**config.mk**
```make
export PLATFORM = sky130hd
export DESIGN_NAME = lmc_link_membership_control
export DESIGN_NICKNAME = d
export VERILOG_FILES = /design/src/rtl/lmc_pkg.sv /design/src/rtl/lmc_link_tracker.sv /design/src/rtl/lmc_link_membership_control.sv
export SDC_FILE = /design/constraint.sdc
export NUM_CORES = 1
export LEC_CHECK = 0
export ABC_AREA = 1
export ABC_CLOCK_PERIOD_IN_PS = 2000
export BUFFER_PORTS_ARGS = -buffer_cell sky130_fd_sc_hd__buf_4
export CORE_MARGIN = 2
export CORE_UTILIZATION = 25
export CTS_BUF_LIST = sky130_fd_sc_hd__clkbuf_8
export DETAILED_ROUTE_END_ITERATION = 10
export PLACE_DENSITY = 0.54
export SLEW_MARGIN = 30
export SYNTH_ARGS = -nofsm -noshare
export SYNTH_HDL_FRONTEND = slang
export SYNTH_SLANG_ARGS = --single-unit
```
**constraint.sdc**
```tcl
create_clock -name clk_i -period 2 [get_ports clk_i]
set_input_delay 0.2 -clock clk_i [delete_from_list [all_inputs] [get_ports clk_i]]
set_output_delay 0.2 -clock clk_i [all_outputs]
set_load 0.05 [all_outputs]
```
**src/rtl/lmc_pkg.sv**
```systemverilog
// Constants, register map and carrier types of the link membership control block.
// Assumes a single 200 MHz clock and an APB slave port with 32-bit data.
package lmc_pkg;

  localparam int NCH = 8;
  localparam int ADDR_W = 20;
  localparam int SEQ_THRESH = 3;

  // Register indices; byte address is four times the index
  localparam logic [ADDR_W-1:0] IDX_POLICY = 20'h30a03;
  localparam logic [ADDR_W-1:0] IDX_RESYNC = 20'h30a04;
  localparam logic [ADDR_W-1:0] IDX_CELL_MODE = 20'h30a05;
  localparam logic [ADDR_W-1:0] IDX_ALIGN_CFG = 20'h30a10;
  localparam logic [ADDR_W-1:0] IDX_LINK_STAT = 20'h30a11;

  localparam logic [ADDR_W-1:0] ADDR_POLICY = {IDX_POLICY[ADDR_W-3:0], 2'b00};
  localparam logic [ADDR_W-1:0] ADDR_RESYNC = {IDX_RESYNC[ADDR_W-3:0], 2'b00};
  localparam logic [ADDR_W-1:0] ADDR_CELL_MODE = {IDX_CELL_MODE[ADDR_W-3:0], 2'b00};
  localparam logic [ADDR_W-1:0] ADDR_ALIGN_CFG = {IDX_ALIGN_CFG[ADDR_W-3:0], 2'b00};
  localparam logic [ADDR_W-1:0] ADDR_LINK_STAT = {IDX_LINK_STAT[ADDR_W-3:0], 2'b00};

  // Link group policy fields
  localparam int POL_TX_SUPPRESS = 0;
  localparam int POL_AUTO_BUNDLE = 1;
  localparam int POL_REJOIN_A = 3;
  localparam int POL_AUTO_REMOVE_A = 4;
  localparam int POL_REJOIN_B = 6;
  localparam int POL_AUTO_REMOVE_B = 7;
  localparam logic [7:0] POL_MASK = 8'hdb;

  // Alignment resync command fields
  localparam int RSY_QUAD_B = 1;
  localparam int RSY_PAIR_B_UPPER = 2;
  localparam int RSY_PAIR_B_LOWER = 3;
  localparam int RSY_QUAD_A = 4;
  localparam int RSY_PAIR_A_UPPER = 5;
  localparam int RSY_PAIR_A_LOWER = 6;
  localparam int RSY_OCTAL = 7;
  localparam logic [7:0] RSY_MASK = 8'hfe;

  // Cell mode enable fields
  localparam int CM_PAIR_A_LOWER = 3;
  localparam int CM_PAIR_A_UPPER = 4;
  localparam int CM_PAIR_B_LOWER = 5;
  localparam int CM_PAIR_B_UPPER = 6;
  localparam int CM_ALL = 7;
  localparam logic [7:0] CM_MASK = 8'hf8;

  localparam logic [7:0] REG_RESET = 8'h00;

  // Channel masks: AA..AD are 0..3, BA..BD are 4..7
  localparam logic [7:0] CH_A_LOWER = 8'h03;
  localparam logic [7:0] CH_A_UPPER = 8'h0c;
  localparam logic [7:0] CH_B_LOWER = 8'h30;
  localparam logic [7:0] CH_B_UPPER = 8'hc0;
  localparam logic [7:0] CH_ALL = 8'hff;

  typedef struct packed {
    logic frame_lock;
    logic frame_boundary;
    logic seq_ok;
    logic seq_err;
  } lmc_link_ev_t;

  typedef enum logic [1:0] {
    LK_DOWN = 2'b01,
    LK_UP = 2'b10
  } lmc_link_state_t;

endpackage

```
**src/rtl/lmc_link_tracker.sv**
```systemverilog
// Health tracker for one receive link: acquisition, removal and rejoin.
// Assumes frame_lock is a level and the other event inputs are one-cycle pulses synchronous to clk_i.
`timescale 1ns/1ps
`default_nettype none
module lmc_link_tracker
(
  input wire logic clk_i,
  input wire logic srst_i,
  input wire lmc_pkg::lmc_link_ev_t ev_i,
  input wire logic rejoin_en_i,
  input wire logic auto_remove_en_i,
  output logic healthy_o,
  output logic seq_removed_o
);

  lmc_pkg::lmc_link_state_t state_r, state_nxt;
  logic [1:0] ok_cnt_r, ok_cnt_nxt;
  logic [1:0] err_cnt_r, err_cnt_nxt;
  logic removed_r, removed_nxt;

  localparam logic [1:0] LAST = 2'(lmc_pkg::SEQ_THRESH - 1);

  always_comb
  begin
    state_nxt = state_r;
    ok_cnt_nxt = ok_cnt_r;
    err_cnt_nxt = err_cnt_r;
    removed_nxt = removed_r;
    // Count consecutive correct sequence numbers
    if (ev_i.seq_err)
      ok_cnt_nxt = 2'h0;
    else if (ev_i.seq_ok && ok_cnt_r != LAST)
      ok_cnt_nxt = ok_cnt_r + 2'h1;
    unique case (state_r)
      lmc_pkg::LK_DOWN:
      begin
        if (!ev_i.frame_lock)
          removed_nxt = 1'b0;
        if (removed_r && rejoin_en_i && ev_i.seq_ok && !ev_i.seq_err && ok_cnt_r == LAST)
        begin
          state_nxt = lmc_pkg::LK_UP;
          removed_nxt = 1'b0;
          err_cnt_nxt = 2'h0;
        end
        else if (!removed_r && ev_i.frame_lock && ev_i.frame_boundary)
        begin
          state_nxt = lmc_pkg::LK_UP;
          err_cnt_nxt = 2'h0;
        end
      end
      lmc_pkg::LK_UP:
      begin
        if (!ev_i.frame_lock)
          state_nxt = lmc_pkg::LK_DOWN;
        else if (auto_remove_en_i && ev_i.seq_err)
        begin
          if (err_cnt_r == LAST)
          begin
            state_nxt = lmc_pkg::LK_DOWN;
            removed_nxt = 1'b1;
            err_cnt_nxt = 2'h0;
            ok_cnt_nxt = 2'h0;
          end
          else
            err_cnt_nxt = err_cnt_r + 2'h1;
        end
      end
      default:
      begin
        state_nxt = lmc_pkg::LK_DOWN;
      end
    endcase
  end

  always_ff @(posedge clk_i)
  begin
    if (srst_i)
    begin
      state_r <= lmc_pkg::LK_DOWN;
      ok_cnt_r <= 2'h0;
      err_cnt_r <= 2'h0;
      removed_r <= 1'b0;
    end
    else
    begin
      state_r <= state_nxt;
      ok_cnt_r <= ok_cnt_nxt;
      err_cnt_r <= err_cnt_nxt;
      removed_r <= removed_nxt;
    end
  end

  assign healthy_o = (state_r == lmc_pkg::LK_UP);
  assign seq_removed_o = removed_r;

endmodule
`default_nettype wire

```
**src/rtl/lmc_link_membership_control.sv**
```systemverilog
// Link membership control: group policy and alignment resync registers over APB.
// Assumes one 200 MHz clock, synchronous link events and an APB master.
//
// Summary of operation
// - Suppress set: no transmit on sequence-removed links
// - Suppress clear: transmit continues despite sequence errors
// - Auto bundling: healthy links keep delivering cells
// - No bundling: cells read only when group healthy
// - Rejoin: three correct sequences reassert link health
// - Auto remove: three sequence errors drop link health
// - Quad resync edge realigns that block's channels
// - Block B pair resync edges realign pairs
// - Block A pair resync edges realign pairs
// - Octal resync realigns all aligned channels
// - Resync acts on rising edge only
// - Health rises at frame boundary or on rejoin, drops anytime
// - Per-pair cell mode, all-links mode overrides
`timescale 1ns/1ps
`default_nettype none
module lmc_link_membership_control
#(
  parameter int NCH = lmc_pkg::NCH
)
(
  input wire logic clk_i,
  input wire logic srst_i,
  input wire logic psel,
  input wire logic penable,
  input wire logic pwrite,
  input wire logic [lmc_pkg::ADDR_W-1:0] paddr,
  input wire logic [31:0] pwdata,
  input wire logic [3:0] pstrb,
  output logic [31:0] prdata,
  output logic pready,
  output logic pslverr,
  input wire lmc_pkg::lmc_link_ev_t [NCH-1:0] link_ev_i,
  input wire logic [NCH-1:0] cell_avail_i,
  output logic [NCH-1:0] rx_link_healthy_o,
  output logic [NCH-1:0] tx_enable_o,
  output logic [NCH-1:0] cell_read_en_o,
  output logic [NCH-1:0] realign_o,
  output logic [NCH-1:0] cell_mode_o
);

  logic [7:0] policy_r, policy_nxt;
  logic [7:0] resync_r, resync_nxt;
  logic [7:0] resync_prev_r, resync_prev_nxt;
  logic [7:0] cell_mode_reg_r, cell_mode_reg_nxt;
  logic [7:0] align_cfg_r, align_cfg_nxt;
  logic [31:0] prdata_r, prdata_nxt;
  logic pready_r, pready_nxt;
  logic pslverr_r, pslverr_nxt;
  logic [NCH-1:0] healthy_r, healthy_nxt;
  logic [NCH-1:0] tx_en_r, tx_en_nxt;
  logic [NCH-1:0] cell_rd_r, cell_rd_nxt;
  logic [NCH-1:0] realign_r, realign_nxt;
  logic [NCH-1:0] cell_mode_r, cell_mode_nxt;
  logic [NCH-1:0] trk_healthy;
  logic [NCH-1:0] trk_removed;
  logic [NCH-1:0] rejoin_en;
  logic [NCH-1:0] remove_en;
  logic wr_take;
  logic [7:0] wbyte;

  // True for any mapped register address
  function automatic logic addr_hit(input logic [lmc_pkg::ADDR_W-1:0] a);
    addr_hit = (a == lmc_pkg::ADDR_POLICY) || (a == lmc_pkg::ADDR_RESYNC) ||
               (a == lmc_pkg::ADDR_CELL_MODE) || (a == lmc_pkg::ADDR_ALIGN_CFG) ||
               (a == lmc_pkg::ADDR_LINK_STAT);
  endfunction

  // Byte-lane merge of a writable register
  function automatic logic [7:0] merge(input logic [7:0] old, input logic [7:0] mask);
    merge = pstrb[0] ? (wbyte & mask) : old;
  endfunction

  // True when every link selected by grp is healthy
  function automatic logic grp_good(input logic [NCH-1:0] h, input logic [7:0] grp);
    grp_good = ((h & grp) == grp);
  endfunction

  // Channels picked by the rising resync command bits
  function automatic logic [7:0] resync_sel(input logic [7:0] rise);
    resync_sel = 8'h00;
    if (rise[lmc_pkg::RSY_QUAD_B])
      resync_sel = resync_sel | lmc_pkg::CH_B_LOWER | lmc_pkg::CH_B_UPPER;
    if (rise[lmc_pkg::RSY_QUAD_A])
      resync_sel = resync_sel | lmc_pkg::CH_A_LOWER | lmc_pkg::CH_A_UPPER;
    if (rise[lmc_pkg::RSY_PAIR_B_UPPER])
      resync_sel = resync_sel | lmc_pkg::CH_B_UPPER;
    if (rise[lmc_pkg::RSY_PAIR_B_LOWER])
      resync_sel = resync_sel | lmc_pkg::CH_B_LOWER;
    if (rise[lmc_pkg::RSY_PAIR_A_UPPER])
      resync_sel = resync_sel | lmc_pkg::CH_A_UPPER;
    if (rise[lmc_pkg::RSY_PAIR_A_LOWER])
      resync_sel = resync_sel | lmc_pkg::CH_A_LOWER;
    if (rise[lmc_pkg::RSY_OCTAL])
      resync_sel = lmc_pkg::CH_ALL;
  endfunction

  // Channels of every pair enabled for cell mode
  function automatic logic [7:0] pair_mask(input logic [7:0] cm);
    pair_mask = 8'h00;
    if (cm[lmc_pkg::CM_PAIR_A_LOWER])
      pair_mask = pair_mask | lmc_pkg::CH_A_LOWER;
    if (cm[lmc_pkg::CM_PAIR_A_UPPER])
      pair_mask = pair_mask | lmc_pkg::CH_A_UPPER;
    if (cm[lmc_pkg::CM_PAIR_B_LOWER])
      pair_mask = pair_mask | lmc_pkg::CH_B_LOWER;
    if (cm[lmc_pkg::CM_PAIR_B_UPPER])
      pair_mask = pair_mask | lmc_pkg::CH_B_UPPER;
  endfunction

  // Link group of a channel: its pair, or all links in all-links cell mode
  function automatic logic [7:0] group_of(input int ch, input logic all);
    if (all)
      group_of = lmc_pkg::CH_ALL;
    else if (ch < 2)
      group_of = lmc_pkg::CH_A_LOWER;
    else if (ch < 4)
      group_of = lmc_pkg::CH_A_UPPER;
    else if (ch < 6)
      group_of = lmc_pkg::CH_B_LOWER;
    else
      group_of = lmc_pkg::CH_B_UPPER;
  endfunction

  // Per-link policy enables by block
  always_comb
  begin
    for (int i = 0; i < NCH; i++)
    begin
      if (i < NCH / 2)
      begin
        rejoin_en[i] = policy_r[lmc_pkg::POL_REJOIN_A];
        remove_en[i] = policy_r[lmc_pkg::POL_AUTO_REMOVE_A];
      end
      else
      begin
        rejoin_en[i] = policy_r[lmc_pkg::POL_REJOIN_B];
        remove_en[i] = policy_r[lmc_pkg::POL_AUTO_REMOVE_B];
      end
    end
  end

  for (genvar g = 0; g < NCH; g++)
  begin : g_link
    lmc_link_tracker u_trk
    (
      .clk_i(clk_i),
      .srst_i(srst_i),
      .ev_i(link_ev_i[g]),
      .rejoin_en_i(rejoin_en[g]),
      .auto_remove_en_i(remove_en[g]),
      .healthy_o(trk_healthy[g]),
      .seq_removed_o(trk_removed[g])
    );
  end

  // APB register access
  assign wr_take = psel && penable && pready_r && pwrite;
  assign wbyte = pwdata[7:0];

  always_comb
  begin
    policy_nxt = policy_r;
    resync_nxt = resync_r;
    cell_mode_reg_nxt = cell_mode_reg_r;
    align_cfg_nxt = align_cfg_r;
    prdata_nxt = prdata_r;
    pslverr_nxt = 1'b0;
    pready_nxt = 1'b0;
    if (psel && !penable)
    begin
      pready_nxt = 1'b1;
      pslverr_nxt = !addr_hit(paddr);
      prdata_nxt = 32'h0000_0000;
      if (!pwrite)
      begin
        unique case (1'b1)
          paddr == lmc_pkg::ADDR_POLICY: prdata_nxt = {24'h00_0000, policy_r};
          paddr == lmc_pkg::ADDR_RESYNC: prdata_nxt = {24'h00_0000, resync_r};
          paddr == lmc_pkg::ADDR_CELL_MODE: prdata_nxt = {24'h00_0000, cell_mode_reg_r};
          paddr == lmc_pkg::ADDR_ALIGN_CFG: prdata_nxt = {24'h00_0000, align_cfg_r};
          paddr == lmc_pkg::ADDR_LINK_STAT: prdata_nxt = {16'h0000, trk_removed, trk_healthy};
          default: prdata_nxt = 32'h0000_0000;
        endcase
      end
    end
    if (wr_take)
    begin
      unique case (1'b1)
        paddr == lmc_pkg::ADDR_POLICY:
          policy_nxt = merge(policy_r, lmc_pkg::POL_MASK);
        paddr == lmc_pkg::ADDR_RESYNC:
          resync_nxt = merge(resync_r, lmc_pkg::RSY_MASK);
        paddr == lmc_pkg::ADDR_CELL_MODE:
          cell_mode_reg_nxt = merge(cell_mode_reg_r, lmc_pkg::CM_MASK);
        paddr == lmc_pkg::ADDR_ALIGN_CFG:
          align_cfg_nxt = merge(align_cfg_r, 8'hff);
        default:
          policy_nxt = policy_r;
      endcase
    end
  end

  always_ff @(posedge clk_i)
  begin
    if (srst_i)
    begin
      policy_r <= lmc_pkg::REG_RESET;
      resync_r <= lmc_pkg::REG_RESET;
      cell_mode_reg_r <= lmc_pkg::REG_RESET;
      align_cfg_r <= lmc_pkg::REG_RESET;
      prdata_r <= 32'h0000_0000;
      pready_r <= 1'b0;
      pslverr_r <= 1'b0;
    end
    else
    begin
      policy_r <= policy_nxt;
      resync_r <= resync_nxt;
      cell_mode_reg_r <= cell_mode_reg_nxt;
      align_cfg_r <= align_cfg_nxt;
      prdata_r <= prdata_nxt;
      pready_r <= pready_nxt;
      pslverr_r <= pslverr_nxt;
    end
  end

  // Resync command edge detection
  always_comb
  begin
    logic [7:0] rise;
    logic [7:0] sel;
    rise = resync_r & ~resync_prev_r;
    sel = resync_sel(rise);
    resync_prev_nxt = resync_r;
    realign_nxt = sel[NCH-1:0] & align_cfg_r[NCH-1:0];
  end

  always_ff @(posedge clk_i)
  begin
    if (srst_i)
    begin
      resync_prev_r <= lmc_pkg::REG_RESET;
      realign_r <= '0;
    end
    else
    begin
      resync_prev_r <= resync_prev_nxt;
      realign_r <= realign_nxt;
    end
  end

  // Link-facing outputs
  always_comb
  begin
    logic [7:0] grp;
    grp = 8'h00;
    if (cell_mode_reg_r[lmc_pkg::CM_ALL])
      cell_mode_nxt = lmc_pkg::CH_ALL[NCH-1:0];
    else
      cell_mode_nxt = pair_mask(cell_mode_reg_r);
    healthy_nxt = trk_healthy;
    for (int i = 0; i < NCH; i++)
    begin
      // Suppress only links removed for sequence errors
      tx_en_nxt[i] = !(policy_r[lmc_pkg::POL_TX_SUPPRESS] && trk_removed[i]);
      grp = group_of(i, cell_mode_reg_r[lmc_pkg::CM_ALL]);
      if (policy_r[lmc_pkg::POL_AUTO_BUNDLE])
        cell_rd_nxt[i] = cell_mode_nxt[i] && trk_healthy[i] && cell_avail_i[i];
      else
        cell_rd_nxt[i] = cell_mode_nxt[i] && grp_good(trk_healthy, grp) && cell_avail_i[i];
    end
  end

  always_ff @(posedge clk_i)
  begin
    if (srst_i)
    begin
      cell_mode_r <= '0;
      healthy_r <= '0;
      tx_en_r <= '0;
      cell_rd_r <= '0;
    end
    else
    begin
      cell_mode_r <= cell_mode_nxt;
      healthy_r <= healthy_nxt;
      tx_en_r <= tx_en_nxt;
      cell_rd_r <= cell_rd_nxt;
    end
  end

  assign prdata = prdata_r;
  assign pready = pready_r;
  assign pslverr = pslverr_r;
  assign rx_link_healthy_o = healthy_r;
  assign tx_enable_o = tx_en_r;
  assign cell_read_en_o = cell_rd_r;
  assign realign_o = realign_r;
  assign cell_mode_o = cell_mode_r;

endmodule
`default_nettype wire

```
==> flow_summary.json <==
{
  "clock_latency_ns": 0.46,
  "path_cells": "inv_1 > ha_1 > inv_1 > nor2_1 > nor2_1 > o21a_1 > nand2_1 > a31oi_1 > a211oi_1",
  "tightestPinTransition_ns": 0.5381,
  "htree_levels": 4,
  "status": "complete, no violations",
  "synth_cell_types": 41,
  "root_buffer": "clkbuf_8",
  "required_ns": 2.32,
  "fin_crit_ns": 1.633,
  "synthFlopType": "dfxtp_1",
  "holdWs_ns": 0.02919,
  "final-max-slew-violation-count": 0,
  "synthTopCellsByArea": "dfxtp_1, inv_1, nand2_1",
  "gr-usage-met2_pct": 21.38,
  "start_util_pct": 25.47,
  "slew_headroom_pct": 64.04,
  "die_y_um": 169.9,
  "antenna_found_initial": 0,
  "cp-start-kind": "flop",
  "leakagePower_nw": 3.981,
  "yosysSeqAreaShare_pct": 41.59,
  "die_x_um": 169.9,
  "core_area_sq_um": 27030,
  "crit_fanout": 7,
  "fin_setup_tns_ns": 0,
  "min-delay-start": "pwdata[4]",
  "grt_pass1_wl_um": 31470,
  "dp_cells": 1366,
  "drive_gt1_share_pct": 21.34,
  "ir_drop_mv": 0.3441,
  "synth.yosys.warnings": 0,
  "drt_iter0_markers": 405,
  "synth_top_cell_area_share_pct": 41.59,
  "drc": 0,
  "critPathTopFamily": "flip-flops",
  "power_density_nw_per_um2": 975.1,
  "fin_ws_ns": 0.3669,
  "synth-seq-cells": 143,
  "total_power_mw": 8.551,
  "vias_per_cell": 4.469,
  "cts_buffers": 17,
  "area_growth_pct": 27.41,
  "post-route-cell-area_sq_um": 8770,
  "cts_resized": 0,
  "mostFrequentLayoutCells": "buf_4, dfxtp_1, inv_1, nand2_1, nor2_1",
  "cts_tree": "done",
  "rsz0062_at_grt": "no",
  "ff2ff_setup_slack_ns": 0.37,
  "hold_end": "cell_mode_reg_r[4]$_SDFFE_PP0P_",
  "stdcell_count": 1414,
  "met3_usage_pct": 3.163,
  "syn_area_sq_um": 6883,
  "antennaDiodeCount": 0,
  "syn_area_per_cell_sq_um": 7.580,
  "gp_congestion": 0.7812,
  "placed_cell_area_sq_um": 8203,
  "grt.overflow.total": 0,
  "post_cts_buffers": 0,
  "async_flop_share_pct": 0,
  "num-nets-final": 1185,
  "reg2reg_to": "g_link[6].u_trk.err_cnt_r[1]$_SDFFE_PP0P_",
  "hold_viol": 0,
  "clkTransAtPathRegs_ns": 0.09,
  "path_buf_inv": 2,
  "clock_sinks": 143,
  "syn_inst": 908,
  "io_buffer_count": 131,
  "hold_path_depth": 3,
  "fp-row-count": 60,
  "num_vias": 6319,
  "max_stage_delay_ns": 0.36,
  "clk_path_buf_depth": 2,
  "io_pins": 175,
  "dp_slack_ns": 0.2899,
  "grt_pass1_vias": 5809,
  "first_pass_iters": 5,
  "synth_edf_count": 0,
  "busiest_layer": "met2",
  "final_common_cell": "buf_4",
  "post-route-util_pct": 32.45,
  "cap_violations": 0,
  "crit_path_top_delay_cell": "dfxtp_1",
  "cp.arrival_ns": 1.95,
  "wl_per_cell_um": 14.05,
  "grtUsageMet1_pct": 20.28,
  "crit_type": "reg2reg",
  "end_kind": "flop",
  "timing.final.crit_share_pct": 81.66,
  "yosys.area.top_type": "dfxtp_1",
  "die_area_sq_um": 28870,
  "wirelength_um": 19860,
  "hold_class": "in2reg",
  "timing.rr.start": "g_link[6].u_trk.state_r[0]$_SDFFE_PP1P_",
  "hpwlAfterDp_um": 14910,
  "fmax_mhz": 612.3,
  "grt_max_degree": 88,
  "setup_violations": 0,
  "postRouteAntennaNets": 0,
  "skew_ns": 0.01505,
  "reg2regPathDepth": 9,
  "track_usage_pct": 14.07
}
==> Yosys cell counts (all sizes together) (2+ instances only) <==
cell     count
a2111oi      4
a211oi      29
a21o         3
a21oi       76
a31oi       24
buf         31
clkbuf      13
dfxtp      143
ha          24
inv        133
nand2      124
nand3       88
nand3b       2
nand4       13
nor2       112
nor3        23
nor4         2
o211ai       5
o21a         2
o21ai       37
or2         11
xor2         5
==> worst max-delay path by stage <==
stage | startpoint | to | slack (ns) | cells after the start
2_1_floorplan | pready$_SDFF_PP0_ | align_cfg_r[5]$_SDFFE_PP0P_ | 0.33 | 7
3_3_place_gp | paddr[7] | policy_r[7]$_SDFFE_PP0P_ | 0.30 | 9
3_5_place_dp | paddr[7] | policy_r[7]$_SDFFE_PP0P_ | 0.29 | 9
4_1_cts | g_link[1].u_trk.state_r[0]$_SDFFE_PP1P_ | cell_read_en_o[4]$_SDFF_PP0_ | 0.35 | 6
5_1_grt | g_link[6].u_trk.state_r[0]$_SDFFE_PP1P_ | g_link[6].u_trk.err_cnt_r[1]$_SDFFE_PP0P_ | 0.16 | 9
6_report | g_link[6].u_trk.state_r[0]$_SDFFE_PP1P_ | g_link[6].u_trk.err_cnt_r[1]$_SDFFE_PP0P_ | 0.37 | 9
==> report_power, final <==
part	switching, mW	total, mW	internal [mW]
registers	0.276	3.51	3.24
clock network	1.25	2.41	1.16
logic	1.59	2.63	1.05
total	3.11	8.55	5.44
==> per-layer routing <==
| metal | wire length, um | part of all wire (%) |
|---|---|---|
| met1 | 10340 | 52 |
| met2 | 8311 | 42 |
| met3 | 1070 | 5.4 |
| met4 | 140 | 0.70 |
| met5 | 0 | 0 |
==> sequential cells by signal (all words and copies together) (netlist names) <==
name and cells:
g_link.u_trk.err_cnt_r 16, g_link.u_trk.ok_cnt_r 16, g_link.u_trk.state_r 16, prdata 16, align_cfg_r 8, cell_read_en_o 8, g_link.u_trk.seq_removed_o 8, realign_o 8
rx_link_healthy_o 8, tx_enable_o 8, resync_prev_nxt 7, resync_prev_r 7, policy_r 6, cell_mode_reg_r 5, cell_mode_o 4, pready 1
pslverr 1
==> repair_timing <==
| action | in CTS | in global routing |
|---|---|---|
| endpoints found under the hold margin | 22 | 0 |
| hold buffers | 16 | 0 |
| setup endpoints to repair | 0 | 0 |
==> area by class of cell <==
cell class	count	area, sq um
clock inverter	14	158.9
fill	2910	18260
sequential	143	2863
timing repair buffer	162	1281
clock buffer	18	247.7
inverter	134	503.0
multi-input combinational	602	3289
tap	341	426.7
==> tightest hold or removal path, cell delays in order <==
cell    delay (ns)
buf_4         0.11
nor3_1        0.05
nor2_1        0.09
==> cell families (layout without fill, tap and decap cells) <==
| group | Yosys count | count (layout) | synth area share (%) |
|---|---|---|---|
| other | 1 | 16 | 0.05448 |
| and+or+nand+nor | 376 | 376 | 25.60 |
| DFF | 143 | 143 | 41.59 |
| buffers and inverters | 178 | 328 | 11.43 |
| xor gates and xnor gates | 5 | 5 | 0.6362 |
| AOI/OAI and AO/OA | 181 | 181 | 16.32 |
| adders and majority gates | 24 | 24 | 4.363 |
Note: power is estimated with default switching activity, not from simulation.
